$ cat src/verilog/aux_pwm_cfg.svh
/*
 Constants for the dual auxiliary pulse-width timers: register offsets, field
 positions, reset values and the timing unit. Assumes a 100 MHz instruction clock.
*/
`ifndef AUX_PWM_CFG_SVH
`define AUX_PWM_CFG_SVH

// ==========================================================================
// Register map
`define AUX_OFF_PERIOD_CH0 8'h00
`define AUX_OFF_PERIOD_CH1 8'h04
`define AUX_OFF_ONTIME_CH0 8'h08
`define AUX_OFF_ONTIME_CH1 8'h0C
`define AUX_OFF_MODE_CTRL 8'h10
`define AUX_OFF_STATUS 8'h14
`define AUX_OFF_COUNT_CH0 8'h18
`define AUX_OFF_COUNT_CH1 8'h1C

// ==========================================================================
// Fields and reset values
`define AUX_MODE_INDEP_BIT 8
`define AUX_STAT_OUT_A_BIT 0
`define AUX_STAT_OUT_B_BIT 1
`define AUX_STAT_WAIT_B_BIT 2
`define AUX_PERIOD_RESET 16'hFFFF
`define AUX_ONTIME_RESET 16'h0000
`define AUX_MODE_RESET 1'b0

// ==========================================================================
// Timing
`define AUX_CLK_PERIOD_NS 10
`define AUX_TICK_DIV 2

`endif

$ cat src/verilog/aux_pwm_pkg.sv
/*
 Types shared by the auxiliary pulse-width timers.
 Assumes the constants header is included by the design files that need it.
*/
package aux_pwm_pkg;

	// ======================================================================
	// Channel phase and bus responses
	typedef enum logic [0:0] {
		PH_RUN = 1'b0,
		PH_WAIT = 1'b1
	} chan_phase_t;

	typedef enum logic [1:0] {
		RESP_OKAY = 2'b00,
		RESP_SLVERR = 2'b10
	} axi_resp_t;

endpackage

$ cat src/verilog/aux_pwm_channel.sv
/*
 One auxiliary pulse channel: period counter, on-time shadow and start delay.
 Assumes tick is the timing-unit enable and restart a one-cycle pulse.
*/
`timescale 1ns/1ns
`include "aux_pwm_cfg.svh"

module aux_pwm_channel #(
	parameter bit RESET_WAIT = 1'b0
) (
	input wire logic clk,
	input wire logic srst,
	input wire logic tick,
	input wire logic restart,
	input wire logic [15:0] periodVal,
	input wire logic [15:0] onTimeVal,
	input wire logic [15:0] delayVal,
	input wire logic delayEn,
	output logic pulseOut,
	output logic [15:0] count,
	output logic waiting
);
	import aux_pwm_pkg::*;

	chan_phase_t phase_reg;
	logic [15:0] cnt_reg;
	logic [15:0] onShadow_reg;
	logic [15:0] waitCnt_reg;
	logic pulse_reg;

	// ======================================================================
	// Counter, start delay and on-time shadow.
	always_ff @(posedge clk) begin
		if (srst) begin
			phase_reg <= RESET_WAIT ? PH_WAIT : PH_RUN;
			cnt_reg <= 16'h0000;
			onShadow_reg <= `AUX_ONTIME_RESET;
			waitCnt_reg <= `AUX_PERIOD_RESET;
		end else if (restart) begin
			cnt_reg <= 16'h0000;
			onShadow_reg <= onTimeVal;
			waitCnt_reg <= delayVal;
			phase_reg <= delayEn ? PH_WAIT : PH_RUN;
		end else if (tick) begin
			unique case (phase_reg)
				PH_WAIT: begin
					if (waitCnt_reg == 16'h0000) begin
						phase_reg <= PH_RUN;
						cnt_reg <= 16'h0000;
						onShadow_reg <= onTimeVal;
					end else begin
						waitCnt_reg <= waitCnt_reg - 16'h0001;
					end
				end
				PH_RUN: begin
					if (cnt_reg >= periodVal) begin
						cnt_reg <= 16'h0000;
						onShadow_reg <= onTimeVal;
					end else begin
						cnt_reg <= cnt_reg + 16'h0001;
					end
				end
			endcase
		end
	end

	// ======================================================================
	// Output is high while running and the count is below the on-time shadow.
	always_ff @(posedge clk) begin
		if (srst) begin
			pulse_reg <= 1'b0;
		end else begin
			pulse_reg <= (phase_reg == PH_RUN) && (cnt_reg < onShadow_reg);
		end
	end

	assign pulseOut = pulse_reg;
	assign count = cnt_reg;
	assign waiting = (phase_reg == PH_WAIT);

endmodule

$ cat src/verilog/aux_pwm_timers.sv
/*
 Top of the dual auxiliary pulse-width timers with an AXI4-Lite register slave.
 Assumes one 100 MHz clock, synchronous reset and a well-behaved bus master.
*/
`timescale 1ns/1ns
`include "aux_pwm_cfg.svh"

module aux_pwm_timers #(
	parameter int ADDR_W = 8
) (
	input wire logic clk,
	input wire logic srst,
	input wire logic [ADDR_W-1:0] s_axi_awaddr,
	input wire logic [2:0] s_axi_awprot,
	input wire logic s_axi_awvalid,
	output logic s_axi_awready,
	input wire logic [31:0] s_axi_wdata,
	input wire logic [3:0] s_axi_wstrb,
	input wire logic s_axi_wvalid,
	output logic s_axi_wready,
	output aux_pwm_pkg::axi_resp_t s_axi_bresp,
	output logic s_axi_bvalid,
	input wire logic s_axi_bready,
	input wire logic [ADDR_W-1:0] s_axi_araddr,
	input wire logic [2:0] s_axi_arprot,
	input wire logic s_axi_arvalid,
	output logic s_axi_arready,
	output logic [31:0] s_axi_rdata,
	output aux_pwm_pkg::axi_resp_t s_axi_rresp,
	output logic s_axi_rvalid,
	input wire logic s_axi_rready,
	output logic auxPulseOutA,
	output logic auxPulseOutB
);
	import aux_pwm_pkg::*;

	// ======================================================================
	// Declarations
	logic [15:0] auxPeriodCh0_reg;
	logic [15:0] auxPeriodOrOffsetCh1_reg;
	logic [15:0] auxOntimeCh0_reg;
	logic [15:0] auxOntimeCh1_reg;
	logic modeIndep_reg;
	logic restart_reg;

	logic awHeld_reg;
	logic [ADDR_W-1:0] awAddr_reg;
	logic wHeld_reg;
	logic [31:0] wData_reg;
	logic [3:0] wStrb_reg;
	logic bvalid_reg;
	axi_resp_t bresp_reg;
	logic rvalid_reg;
	logic [31:0] rdata_reg;
	axi_resp_t rresp_reg;

	logic awFire;
	logic wFire;
	logic wrGo;
	logic arFire;
	logic [ADDR_W-1:0] wrAddr;
	logic [31:0] wrData;
	logic [3:0] wrStrb;
	logic wrPeriod;
	logic wrMode;
	logic modeNext;

	logic tick;
	logic pulseA;
	logic pulseB;
	logic waitB;
	logic [15:0] countA;
	logic [15:0] countB;
	logic [15:0] periodB;

	// ======================================================================
	// Helpers
	function automatic logic [15:0] mergeBytes(input logic [15:0] old,
		input logic [31:0] data, input logic [3:0] strb);
		logic [15:0] res;
		res = old;
		if (strb[0]) begin
			res[7:0] = data[7:0];
		end
		if (strb[1]) begin
			res[15:8] = data[15:8];
		end
		return res;
	endfunction

	function automatic logic isWritable(input logic [ADDR_W-1:0] addr);
		logic hit;
		hit = 1'b0;
		unique case (addr)
			ADDR_W'(`AUX_OFF_PERIOD_CH0),
			ADDR_W'(`AUX_OFF_PERIOD_CH1),
			ADDR_W'(`AUX_OFF_ONTIME_CH0),
			ADDR_W'(`AUX_OFF_ONTIME_CH1),
			ADDR_W'(`AUX_OFF_MODE_CTRL): hit = 1'b1;
			default: hit = 1'b0;
		endcase
		return hit;
	endfunction

	// ======================================================================
	// Write channel handshake: address and data are taken in either order.
	assign s_axi_awready = !awHeld_reg && !bvalid_reg;
	assign s_axi_wready = !wHeld_reg && !bvalid_reg;
	assign awFire = s_axi_awvalid && s_axi_awready;
	assign wFire = s_axi_wvalid && s_axi_wready;
	assign wrGo = (awHeld_reg || awFire) && (wHeld_reg || wFire);
	assign wrAddr = awHeld_reg ? awAddr_reg : s_axi_awaddr;
	assign wrData = wHeld_reg ? wData_reg : s_axi_wdata;
	assign wrStrb = wHeld_reg ? wStrb_reg : s_axi_wstrb;

	always_ff @(posedge clk) begin
		if (srst) begin
			awHeld_reg <= 1'b0;
			awAddr_reg <= '0;
		end else if (wrGo) begin
			awHeld_reg <= 1'b0;
		end else if (awFire) begin
			awHeld_reg <= 1'b1;
			awAddr_reg <= s_axi_awaddr;
		end
	end

	always_ff @(posedge clk) begin
		if (srst) begin
			wHeld_reg <= 1'b0;
			wData_reg <= 32'h00000000;
			wStrb_reg <= 4'h0;
		end else if (wrGo) begin
			wHeld_reg <= 1'b0;
		end else if (wFire) begin
			wHeld_reg <= 1'b1;
			wData_reg <= s_axi_wdata;
			wStrb_reg <= s_axi_wstrb;
		end
	end

	always_ff @(posedge clk) begin
		if (srst) begin
			bvalid_reg <= 1'b0;
			bresp_reg <= RESP_OKAY;
		end else if (wrGo) begin
			bvalid_reg <= 1'b1;
			bresp_reg <= isWritable(wrAddr) ? RESP_OKAY : RESP_SLVERR;
		end else if (s_axi_bready) begin
			bvalid_reg <= 1'b0;
		end
	end

	assign s_axi_bvalid = bvalid_reg;
	assign s_axi_bresp = bresp_reg;

	// ======================================================================
	// Register file: writes are accepted at any time while running.
	always_ff @(posedge clk) begin
		if (srst) begin
			auxPeriodCh0_reg <= `AUX_PERIOD_RESET;
			auxPeriodOrOffsetCh1_reg <= `AUX_PERIOD_RESET;
		end else if (wrGo) begin
			if (wrAddr == ADDR_W'(`AUX_OFF_PERIOD_CH0)) begin
				auxPeriodCh0_reg <= mergeBytes(auxPeriodCh0_reg, wrData, wrStrb);
			end
			if (wrAddr == ADDR_W'(`AUX_OFF_PERIOD_CH1)) begin
				auxPeriodOrOffsetCh1_reg <= mergeBytes(auxPeriodOrOffsetCh1_reg, wrData, wrStrb);
			end
		end
	end

	always_ff @(posedge clk) begin
		if (srst) begin
			auxOntimeCh0_reg <= `AUX_ONTIME_RESET;
			auxOntimeCh1_reg <= `AUX_ONTIME_RESET;
		end else if (wrGo) begin
			if (wrAddr == ADDR_W'(`AUX_OFF_ONTIME_CH0)) begin
				auxOntimeCh0_reg <= mergeBytes(auxOntimeCh0_reg, wrData, wrStrb);
			end
			if (wrAddr == ADDR_W'(`AUX_OFF_ONTIME_CH1)) begin
				auxOntimeCh1_reg <= mergeBytes(auxOntimeCh1_reg, wrData, wrStrb);
			end
		end
	end

	assign wrMode = wrGo && (wrAddr == ADDR_W'(`AUX_OFF_MODE_CTRL)) && wrStrb[1];
	assign modeNext = wrData[`AUX_MODE_INDEP_BIT];

	always_ff @(posedge clk) begin
		if (srst) begin
			modeIndep_reg <= `AUX_MODE_RESET;
		end else if (wrMode) begin
			modeIndep_reg <= modeNext;
		end
	end

	// ======================================================================
	// Restart: a period write, or a change of mode, clears the counters.
	// It is delayed one cycle so the channels load the freshly written values.
	assign wrPeriod = wrGo && ((wrAddr == ADDR_W'(`AUX_OFF_PERIOD_CH0)) ||
		(wrAddr == ADDR_W'(`AUX_OFF_PERIOD_CH1)));

	always_ff @(posedge clk) begin
		if (srst) begin
			restart_reg <= 1'b0;
		end else begin
			restart_reg <= wrPeriod || (wrMode && (modeNext != modeIndep_reg));
		end
	end

	// ======================================================================
	// Read channel: one cycle from address to data.
	assign s_axi_arready = !rvalid_reg;
	assign arFire = s_axi_arvalid && s_axi_arready;

	always_ff @(posedge clk) begin
		if (srst) begin
			rvalid_reg <= 1'b0;
			rdata_reg <= 32'h00000000;
			rresp_reg <= RESP_OKAY;
		end else if (arFire) begin
			rvalid_reg <= 1'b1;
			rresp_reg <= RESP_OKAY;
			unique case (s_axi_araddr)
				ADDR_W'(`AUX_OFF_PERIOD_CH0): rdata_reg <= {16'h0000, auxPeriodCh0_reg};
				ADDR_W'(`AUX_OFF_PERIOD_CH1): rdata_reg <= {16'h0000, auxPeriodOrOffsetCh1_reg};
				ADDR_W'(`AUX_OFF_ONTIME_CH0): rdata_reg <= {16'h0000, auxOntimeCh0_reg};
				ADDR_W'(`AUX_OFF_ONTIME_CH1): rdata_reg <= {16'h0000, auxOntimeCh1_reg};
				ADDR_W'(`AUX_OFF_MODE_CTRL): begin
					rdata_reg <= 32'(modeIndep_reg) << `AUX_MODE_INDEP_BIT;
				end
				ADDR_W'(`AUX_OFF_STATUS): begin
					rdata_reg <= {29'h00000000, waitB, pulseB, pulseA};
				end
				ADDR_W'(`AUX_OFF_COUNT_CH0): rdata_reg <= {16'h0000, countA};
				ADDR_W'(`AUX_OFF_COUNT_CH1): rdata_reg <= {16'h0000, countB};
				default: begin
					rdata_reg <= 32'h00000000;
					rresp_reg <= RESP_SLVERR;
				end
			endcase
		end else if (s_axi_rready) begin
			rvalid_reg <= 1'b0;
		end
	end

	assign s_axi_rvalid = rvalid_reg;
	assign s_axi_rdata = rdata_reg;
	assign s_axi_rresp = rresp_reg;

	// ======================================================================
	// Timing unit of two instruction clocks.
	aux_tick_divider #(
		.DIV(`AUX_TICK_DIV)
	) u_tick (
		.clk(clk),
		.srst(srst),
		.restart(restart_reg),
		.tick(tick)
	);

	// ======================================================================
	// Channel A always runs on its own period and on-time.
	aux_pwm_channel #(
		.RESET_WAIT(1'b0)
	) u_chan_a (
		.clk(clk),
		.srst(srst),
		.tick(tick),
		.restart(restart_reg),
		.periodVal(auxPeriodCh0_reg),
		.onTimeVal(auxOntimeCh0_reg),
		.delayVal(16'h0000),
		.delayEn(1'b0),
		.pulseOut(pulseA),
		.count(countA),
		.waiting()
	);

	// ======================================================================
	// Channel B: own period when independent, else common period after offset.
	assign periodB = modeIndep_reg ? auxPeriodOrOffsetCh1_reg : auxPeriodCh0_reg;

	aux_pwm_channel #(
		.RESET_WAIT(1'b1)
	) u_chan_b (
		.clk(clk),
		.srst(srst),
		.tick(tick),
		.restart(restart_reg),
		.periodVal(periodB),
		.onTimeVal(auxOntimeCh1_reg),
		.delayVal(auxPeriodOrOffsetCh1_reg),
		.delayEn(!modeIndep_reg),
		.pulseOut(pulseB),
		.count(countB),
		.waiting(waitB)
	);

	assign auxPulseOutA = pulseA;
	assign auxPulseOutB = pulseB;

endmodule

$ cat src/verilog/aux_tick_divider.sv
/*
 Divider that makes the one-cycle timing-unit enable from the instruction clock.
 Assumes restart is a one-cycle pulse on the same clock.
*/
`timescale 1ns/1ns
`include "aux_pwm_cfg.svh"

module aux_tick_divider #(
	parameter int DIV = `AUX_TICK_DIV
) (
	input wire logic clk,
	input wire logic srst,
	input wire logic restart,
	output logic tick
);
	import aux_pwm_pkg::*;

	logic [7:0] div_reg;

	// ======================================================================
	// Phase counter, realigned on every restart.
	always_ff @(posedge clk) begin
		if (srst || restart) begin
			div_reg <= 8'h00;
		end else if (tick) begin
			div_reg <= 8'h00;
		end else begin
			div_reg <= div_reg + 8'h01;
		end
	end

	assign tick = (div_reg == 8'(DIV - 1));

endmodule
$ cat config.mk
export PLATFORM = sky130hd
export DESIGN_NAME = aux_pwm_timers
export DESIGN_NICKNAME = d
export VERILOG_FILES = /design/src/verilog/aux_pwm_pkg.sv /design/src/verilog/aux_pwm_channel.sv /design/src/verilog/aux_pwm_timers.sv /design/src/verilog/aux_tick_divider.sv
export VERILOG_INCLUDE_DIRS = /design/src /design/src/verilog
export SDC_FILE = /design/constraint.sdc
export NUM_CORES = 1
export LEC_CHECK = 0
export ABC_CLOCK_PERIOD_IN_PS = 9230
export BUFFER_PORTS_ARGS = -buffer_cell sky130_fd_sc_hd__buf_2
export CAP_MARGIN = 0
export CORE_ASPECT_RATIO = 0.7
export CORE_UTILIZATION = 34
export DETAILED_ROUTE_END_ITERATION = 6
export PLACE_DENSITY = 0.49
export SLEW_MARGIN = 0
export SYNTH_ARGS = -nofsm -noshare
export SYNTH_HDL_FRONTEND = slang
export SYNTH_SLANG_ARGS = --single-unit
export TNS_END_PERCENT = 20
$ cat constraint.sdc
create_clock -name clk -period 9.23 [get_ports clk]
set_input_delay 1.3845 -clock clk [delete_from_list [all_inputs] [get_ports clk]]
set_output_delay 1.3845 -clock clk [all_outputs]
set_load 0.005 [all_outputs]
==> results of run 1 <==
-- worst paths after layout --
path	start	end	slack [ps]
worst max-delay path	s_axi_awaddr[5]	auxPeriodCh0_reg[7]	5870
worst min-delay path	wData_reg[9]	wData_reg[9]	450
worst max register to register	modeIndep_reg	u_chan_b.onShadow_reg[12]	6000
worst min register to register	wData_reg[9]	wData_reg[9]	450
-- through the flow --
stage          cells  setup WS, ps  hold WS [ps]
6_report        1881          5870           452
3_5_place_dp    1837          5340           446
2_1_floorplan   1392          6000           436
4_1_cts         1881          5890           456
3_3_place_gp    1837          5450           442
5_1_grt         1881          5530           471
-- kinds of logic (layout without fill, tap and decap cells) --
group | count (synthesis) | count (layout) | share of synthesized area (%)
flops | 222 | 222 | 37.5
compound gates | 317 | 317 | 18.3
buf+inv | 159 | 184 | 5.92
simple gates | 454 | 454 | 18.5
xor+xnor | 52 | 52 | 3.84
other cells | 1 | 18 | 0.0316
mux | 102 | 102 | 8.85
fa+ha+maj | 68 | 68 | 7.17
-- synth_stat cells (30+ instances only) --
master    count  area share [%]
o21ai_0      51             2.2
nor3_1       38             1.6
ha_1         68             7.2
a21oi_1      88             3.7
nand2_1     189             6.0
o211ai_1     36             2.3
inv_1        60             1.9
clkbuf_1     65             2.1
a311oi_1     39             2.9
mux2i_1      88             7.4
dfxtp_1     222              37
nor2_1       76             2.4
nand3_1      30             1.3
-- worst register-to-register path: cells and delay by family, from the launching register on --
family	cells	cell delay, ps
multiplexers	2	520
flip-flops	1	350
AO/OA/AOI/OAI	5	1310
buffers and inverters	2	700
adder cells (fa/ha/maj)	1	270
-- routing by layer --
metal | vias to the layer above | GRT usage [%]
met5 | - | 0
li1 | 5024 | -
met2 | 315 | 29.7
met3 | 38 | 5.33
met4 | 0 | 4.41
met1 | 4898 | 33.6
-- power breakdown --
part / switching, mW / internal [mW] / leakage [nW]
sequential: 0.0262 / 0.977 / 1.80
combinational: 0.139 / 0.0627 / 3.25
clock: 0.430 / 0.700 / 0.453
-- area by class of cell --
cell class / instances / area [um2]
Clock buffer: 30 / 694
Clock inverter: 14 / 225
Fill cell: 3476 / 20500
Inverter: 61 / 231
Multi-Input combinational cell: 1011 / 6810
Sequential cell: 222 / 4440
Tap cell: 464 / 581
Timing Repair Buffer: 79 / 433
==> metrics.yaml, run 1 <==
fin_util_pct: 39.6
drc_errors: 0
cts.sinks: 222
rr_worst_depth: 10
yosysWarnings: 0
finalSetupViolCount: 0
numCtsBuffers: 24
period_share_pct: 36.4
synth_cell_types: 76
fin_nets: 1532
crit_top_cell: "nand2_1"
seq_area_frac_synth_pct: 37.5
post_cts_buffers: 0
antenna_found_initial: 1
core_um2: 33900
clock_skew_ps: 11.7
wl_met3_um: 3340
area_growth_pct: 13.1
max_freq_ghz: 0.297
setup.worst_path.class: "in -> reg"
portBuffers: 65
leakagePower_nw: 5.49
grt_pass1_wl_um: 58400
cts_hold_buf: 0
final_cell_mix: "222 x dfxtp_1, 189 x nand2_1, 88 x mux2i_1, 88 x a21oi_1, 76 x nor2_1"
tritoncts: "yes"
grt_pass1_vias: 9324
design_power_total_mw: 2.34
cts_max_level: 1
drt_first_pass_iters: 5
gr-total-overflow: 0
postSynthAreaPerCell_um2: 8.63
layout-drive-gt1-share_pct: 11.2
syn_inst: 1375
crit_required_ps: 9600
finalHoldViolCount: 0
dieHeight_um: 158
ys_async_sr_fraction_pct: 0
drt_iter0_markers: 983
crit_path_cell_trace: "buf_2, nor4_1, a22oi_1, nor3b_1, nand2_1, nand2_1, o211ai_1"
ys_seq_elements: 222
diodes: 0
clk_transition_reported_paths_ps: 60
crit_fanout: 16
vias: 10300
rsz0062_at_grt: "no"
grt_start_max_net_pins: 75
clk_latency_ps: 540
place_area_um2: 12500
critPathTopFamily: "simple AND/OR/NAND/NOR gates"
max_stage_delay_ps: 790
die_area_um2: 35700
layout_min_cycle_time_ps: 3360
drt-met1-wl_um: 19600
mappedNetlistArea_um2: 11900
wire_per_inst_um: 20.5
power_density_nw_per_um2: 174
cp.arrival_ps: 3740
cts-root-buf: "clkbuf_16"
io_pins: 108
cp.depth: 7
drt.antenna.violating_nets: 0
maxSlewViolCount: 0
clockBufferDepth: 3
via_per_inst: 5.46
timing_worst_slew_pin_value_ps: 1060
die_width_um: 225
slew_headroom_pct: 27.0
ir_drop_uv: 148
holdPathStages: 2
worstSetupStartpointType: "input port"
gp_congestion: 0.883
status: "completed"
synth_flop_cell: "dfxtp_1"
slowest_stage: "nor3b_1"
final_common_cell: "dfxtp_1"
dr.max_layer_used: "met4"
max_cap_viol_count: 0
design_area_um2: 13400
min_path_type: "reg -> reg"
cts.repair.resized: 0
rows: 56
routed_wl_um: 38500
synth_edf_count: 0
fin_tns_setup_ps: 0
critical_path_buf_inv_count: 1
grt_usage_pct: 21.8
initial_utilization_pct: 35.0
endpoint_kind: "register"
place_hpwl_um: 27700
wl_met2_um: 14900
No activity file was read; power rests on OpenSTA's default activity.
==> run 2: changes to the inputs <==
--- a/config.mk
+++ b/config.mk
@@ -6,7 +6,7 @@
 export SDC_FILE = /design/constraint.sdc
 export NUM_CORES = 1
 export LEC_CHECK = 0
-export ABC_CLOCK_PERIOD_IN_PS = 9230
+export ABC_CLOCK_PERIOD_IN_PS = 3300
 export BUFFER_PORTS_ARGS = -buffer_cell sky130_fd_sc_hd__buf_2
 export CAP_MARGIN = 0
 export CORE_ASPECT_RATIO = 0.7
==> constraint.sdc (replaced) <==
create_clock -name clk -period 3.3 [get_ports clk]
set_input_delay 0.495 -clock clk [delete_from_list [all_inputs] [get_ports clk]]
set_output_delay 0.495 -clock clk [all_outputs]
set_load 0.005 [all_outputs]
==> run 2 against run 1 <==
Net effect: die area unchanged; combinational power rose to 3.0 times the previous value; cell area up 2.3%; clock power rose to 2.7 times the previous value; core utilization up 0.90 points; via count up 2.3%; wire length up 4.6%; global-route usage up 0.95 points; power rose to 2.8 times the previous value; worst setup slack worse by 5600 ps; sequential power rose to 2.8 times the previous value; largest cell class unchanged.
==> metrics.yaml, run 2 (synthesized netlist as in run 1, its figures left out) <==
status: "completed"
fin_tns_setup_ps: 0
die_area_um2: 35700
gp_congestion: 0.944
clk_transition_reported_paths_ps: 60
min_path_type: "in -> reg"
crit_required_ps: 3760
vias: 10500
ir_drop_uv: 347
timing_worst_slew_pin_value_ps: 965
slowest_stage: "a2111oi_0"
wire_per_inst_um: 20.9
slew_headroom_pct: 33.9
layout-drive-gt1-share_pct: 13.6
drc_errors: 0
max_stage_delay_ps: 520
period_share_pct: 91.7
fin_nets: 1573
routed_wl_um: 40300
grt_usage_pct: 22.7
grt_pass1_wl_um: 60600
rows: 56
die_width_um: 225
cts.repair.resized: 0
fin_util_pct: 40.5
clock_skew_ps: 24.5
numCtsBuffers: 25
cts.sinks: 222
tritoncts: "yes"
drt_iter0_markers: 1044
clockBufferDepth: 3
rsz0062_at_grt: "no"
post_cts_buffers: 0
finalHoldViolCount: 0
place_hpwl_um: 29700
setup.worst_path.class: "reg -> reg"
leakagePower_nw: 5.70
endpoint_kind: "register"
final_common_cell: "dfxtp_1"
grt_pass1_vias: 9610
dieHeight_um: 158
cts-root-buf: "clkbuf_16"
finalSetupViolCount: 0
maxSlewViolCount: 0
max_cap_viol_count: 0
max_freq_ghz: 0.331
cts_max_level: 1
worstSetupStartpointType: "register"
drt_first_pass_iters: 5
portBuffers: 65
initial_utilization_pct: 35.0
via_per_inst: 5.46
area_growth_pct: 15.6
design_area_um2: 13700
layout.cells.non_filler: 1923
layout_min_cycle_time_ps: 3030
grt_start_max_net_pins: 65
power_density_nw_per_um2: 472
final_cell_mix: "222 x dfxtp_1, 189 x nand2_1, 88 x mux2i_1, 88 x a21oi_1, 76 x nor2_1"
cts_hold_buf: 0
crit_top_cell: "a2111oi_0"
cp.arrival_ps: 3490
gr-total-overflow: 0
antenna_found_initial: 3
clk_latency_ps: 550
core_um2: 33900
drt.antenna.violating_nets: 0
io_pins: 108
crit_fanout: 28
place_area_um2: 12800
place_inst: 1877
crit_path_cell_trace: "mux2_2, ha_1, nand2b_1, a2111oi_0, o31ai_1, a2111oi_0, o31a_1, buf_12, mux2i_1"
-- run 2: changes by cell type in the layout (fill, tap and decap cells not counted) --
cell | before | now
clkinvlp_4 | 2 | 1
bufinv_16 | 6 | 5
buf_12 | 0 | 2
inv_6 | 0 | 2
clkinv_2 | 6 | 8
diode_2 | 0 | 1
buf_4 | 15 | 53
clkbuf_8 | 5 | 4
-- run 2: path summary, 6_finish.rpt --
| kind | slack, ps | endpoint | depth (start not counted) | startpoint |
|---|---|---|---|---|
| worst max register to register | 270 | u_chan_b.onShadow_reg[9] | 9 | modeIndep_reg |
| worst min-delay path | 140 | s_axi_rvalid | 2 | s_axi_rready |
| worst min register to register | 450 | wData_reg[1] | 2 | wData_reg[1] |
| worst max-delay path | 270 | u_chan_b.onShadow_reg[9] | 9 | modeIndep_reg |
-- run 2: metal layers --
layer / track usage (%) / vias to the layer above / part of all wire (%) / wire length, um
met2: 31.3 / 393 / 39 / 15600
met3: 6.22 / 58 / 10 / 4030
li1: - / 5111 / - / -
met5: 0 / - / 0.032 / 13
met1: 34.4 / 4943 / 49 / 19900
met4: 4.76 / 2 / 1.9 / 752
-- run 2: cell type report --
type	instances	area, um2
Fill cell	3499	20200
Inverter	61	231
Multi-Input combinational cell	1011	6810
Antenna cell	1	2.50
Clock buffer	29	681
Clock inverter	16	215
Tap cell	464	581
Sequential cell	222	4440
Timing Repair Buffer	119	758
-- run 2: where the power goes --
group	internal (mW)	total [mW]	leakage [nW]	switching, mW
clock	1.87	3.08	0.448	1.21
sequential	2.73	2.79	1.80	0.0596
combinational	0.198	0.611	3.45	0.413
total	4.80	6.48	5.70	1.68
-- run 2: critical path: cells and delay by family (launching register included) --
| kind | cells | cell delay [ps] |
|---|---|---|
| compound gates | 4 | 1360 |
| fa+ha+maj | 1 | 270 |
| buf+inv | 1 | 210 |
| flops | 1 | 370 |
| mux | 2 | 570 |
| simple gates | 1 | 140 |
-- run 2: stage by stage --
stage	hold WS (ps)	power [mW]	setup WS (ps)
2_1_floorplan	436	3.24	74.9
3_3_place_gp	442	3.45	335
3_5_place_dp	446	3.46	288
4_1_cts	119	6.54	325
5_1_grt	152	6.71	71.9
6_report	137	6.48	275
==> run 3: changes to the inputs <==
--- a/config.mk
+++ b/config.mk
@@ -12,9 +12,10 @@
 export CORE_ASPECT_RATIO = 0.7
 export CORE_UTILIZATION = 34
 export DETAILED_ROUTE_END_ITERATION = 6
-export PLACE_DENSITY = 0.49
+export PLACE_DENSITY = 0.48
 export SLEW_MARGIN = 0
 export SYNTH_ARGS = -nofsm -noshare
 export SYNTH_HDL_FRONTEND = slang
+export SYNTH_HIERARCHICAL = 1
 export SYNTH_SLANG_ARGS = --single-unit
 export TNS_END_PERCENT = 20
==> run 3 against run 2 <==
Net effect: the run now ends with DRC left; wire length is 0.96% higher; highest routed layer is now met4; register-to-register slack lost 120 ps; first-iteration DRC count down 10%; count of clock-buffer cells in the layout fell by 2; largest cell class unchanged; sequential share of layout area is 2.4 points lower; non-clock buffer count is 13 higher; critical path type unchanged; die area rose by 7.9%.
==> metrics.yaml, run 3 <==
synth_area_leader_cell: "dfxtp_1"
multiInputGateArea_um2: 7710
dieHeight_um: 164
mappedNetlistArea_um2: 12800
setup.worst_path.class: "reg -> reg"
syn_inst: 1444
vias: 10700
regArea_um2: 4450
routed_wl_um: 40700
worstReg2RegStart: "modeIndep_reg"
grt_pass1_vias: 10200
cp-endpoint: "u_chan_b/count[8]"
grt_start_max_net_pins: 47
yosysWarnings: 6
min_path_type: "in -> reg"
tritoncts: "yes"
max_stage_delay_ps: 490
die_width_um: 234
drt_iter0_markers: 936
slew_headroom_pct: 38.6
seq_area_frac_synth_pct: 34.7
design_power_total_mw: 6.43
io_pins: 108
finalHoldViolCount: 0
finalSetupViolCount: 0
fin_util_pct: 39.9
synthTopCellsByCount: "222 x dfxtp_1, 163 x mux2i_1, 157 x nand2_1"
grt_pass1_wl_um: 63000
clock_skew_ps: 16.1
drt_first_pass_iters: 7
leakagePower_nw: 6.74
cp.arrival_ps: 3610
clockBufferDepth: 3
worst_slack_ps: 158
cts-root-buf: "clkbuf_16"
maxSlewViolCount: 0
layout_min_cycle_time_ps: 3140
ys_async_sr_fraction_pct: 0
dp_slack_ps: 233
gr-total-overflow: 0
final_common_cell: "dfxtp_1"
crit_path_cell_trace: "buf_12, buf_4, mux2_2, inv_1, ha_1, nand4_1, o21ai_0, a211oi_1, buf_4, nand3_1, buf_4, or4_1, a31oi_1"
timing_worst_slew_pin_value_ps: 913
worstSetupStartpointType: "register"
status: "finished, violations left"
clk_transition_reported_paths_ps: 70
ir_drop_uv: 358
cts_max_level: 1
crit_required_ps: 3770
synth_cell_types: 90
synth.area.top_cells: "dfxtp_1 35%, mux2i_1 13%, ha_1 6.6%"
ys_seq_elements: 222
diodes: 0
via_per_inst: 5.21
rr_worst_depth: 13
period_share_pct: 95.2
cts_hold_buf: 0
postSynthAreaPerCell_um2: 8.88
synth_top_cell_area_share_pct: 34.7
startpoint: "modeIndep_reg"
final_cell_mix: "221 x dfxtp_1, 163 x mux2i_1, 157 x nand2_1, 133 x nor2_1, 91 x inv_1"
layout.cells.non_filler: 2056
place_hpwl_um: 31500
core_um2: 37100
fin_nets: 1683
violations: "DRC"
initial_utilization_pct: 34.5
max_freq_ghz: 0.318
antenna_found_initial: 1
gp_congestion: 0.899
synth_flop_cell: "dfxtp_1"
synth_most_common_cell: "dfxtp_1"
fillers: 3756
crit_top_cell: "buf_4"
rrSetupSlack_ps: 160
drt.antenna.violating_nets: 0
synth_edf_count: 0
place_inst: 2011
die_area_um2: 38500
layout-drive-gt1-share_pct: 17.2
drc_errors: 4
post_cts_buffers: 0
rsz0062_at_grt: "no"
rows: 59
area_growth_pct: 15.6
slowest_stage: "or4_1"
max_cap_viol_count: 0
crit_fanout: 8
portBuffers: 65
endpoint_kind: "register"
numCtsBuffers: 25
clk_latency_ps: 540
grt_usage_pct: 21.6
worst_r2r_endpoint: "u_chan_b/count[8]"
wire_per_inst_um: 19.8
cts.sinks: 222
fin_tns_setup_ps: 0
power_density_nw_per_um2: 434
## run 3: layout make-up
type	instances	share of cell area [%]
clock inverters	18	1.36
flip-flops and latches	222	30.0
inverters	93	2.36
well taps	488	4.12
multi-input cells	1076	52.0
repair buffers	132	5.86
clock buffers	27	4.27
## run 3: routing by layer
metal / vias to the layer above / GRT usage [%] / share of wire [%]
li1: 5288 / - / -
met1: 5100 / 34.0 / 53
met2: 289 / 30.3 / 39
met3: 43 / 3.85 / 6.6
met4: 0 / 3.66 / 1.5
met5: - / 0 / 0
## run 3: power by group
part	switching [mW]	leakage, nW	internal (mW)
sequential	0.0603	1.80	2.73
combinational	0.444	4.52	0.278
clock	1.21	0.423	1.71
total	1.72	6.74	4.72
## run 3: worst min path at each step
stage                                   start                         to  slack [ps]  depth (start not counted)
floorplan           u_chan_a/onShadow_reg[10]  u_chan_a/onShadow_reg[10]         440                          2
global route                  s_axi_wdata[10]              wData_reg[10]         210                          3
global placement               s_axi_rdata[1]             s_axi_rdata[1]         440                          2
finish                        s_axi_wdata[13]              wData_reg[13]         200                          3
CTS                            s_axi_wdata[8]               wData_reg[8]         180                          3
detailed placement   u_chan_a/onShadow_reg[1]   u_chan_a/onShadow_reg[1]         450                          2
## run 3: repair_timing
item	in CTS	in global routing
setup endpoints to repair	0	1
resized for setup	0	1
hold endpoints to repair	0	0
## run 3: metrics by stage
stage          hold slack [ps]  area [um2]
6_report                   202       14800
5_1_grt                    208       14800
4_1_cts                    182       14800
3_5_place_dp               451       14000
3_3_place_gp               444       14000
2_1_floorplan              438       12900
## run 3: kinds of logic after synthesis
group	Yosys count	synth area share [%]
AND/OR/NAND/NOR	515	21.0
flip-flops	222	34.7
AO/OA/AOI/OAI	208	11.8
multiplexers	200	16.2
buffers and inverters	180	6.27
adder cells (fa/ha/maj)	68	6.64
XOR/XNOR	50	3.42
other	1	0.0293
## run 3: worst max-delay path, delay by kind of cell, from the launching register on
| kind | cells | cell delay [ps] |
|---|---|---|
| flops | 1 | 410 |
| mux | 1 | 330 |
| buf+inv | 5 | 770 |
| simple gates | 3 | 810 |
| fa+ha+maj | 1 | 240 |
| compound gates | 3 | 510 |
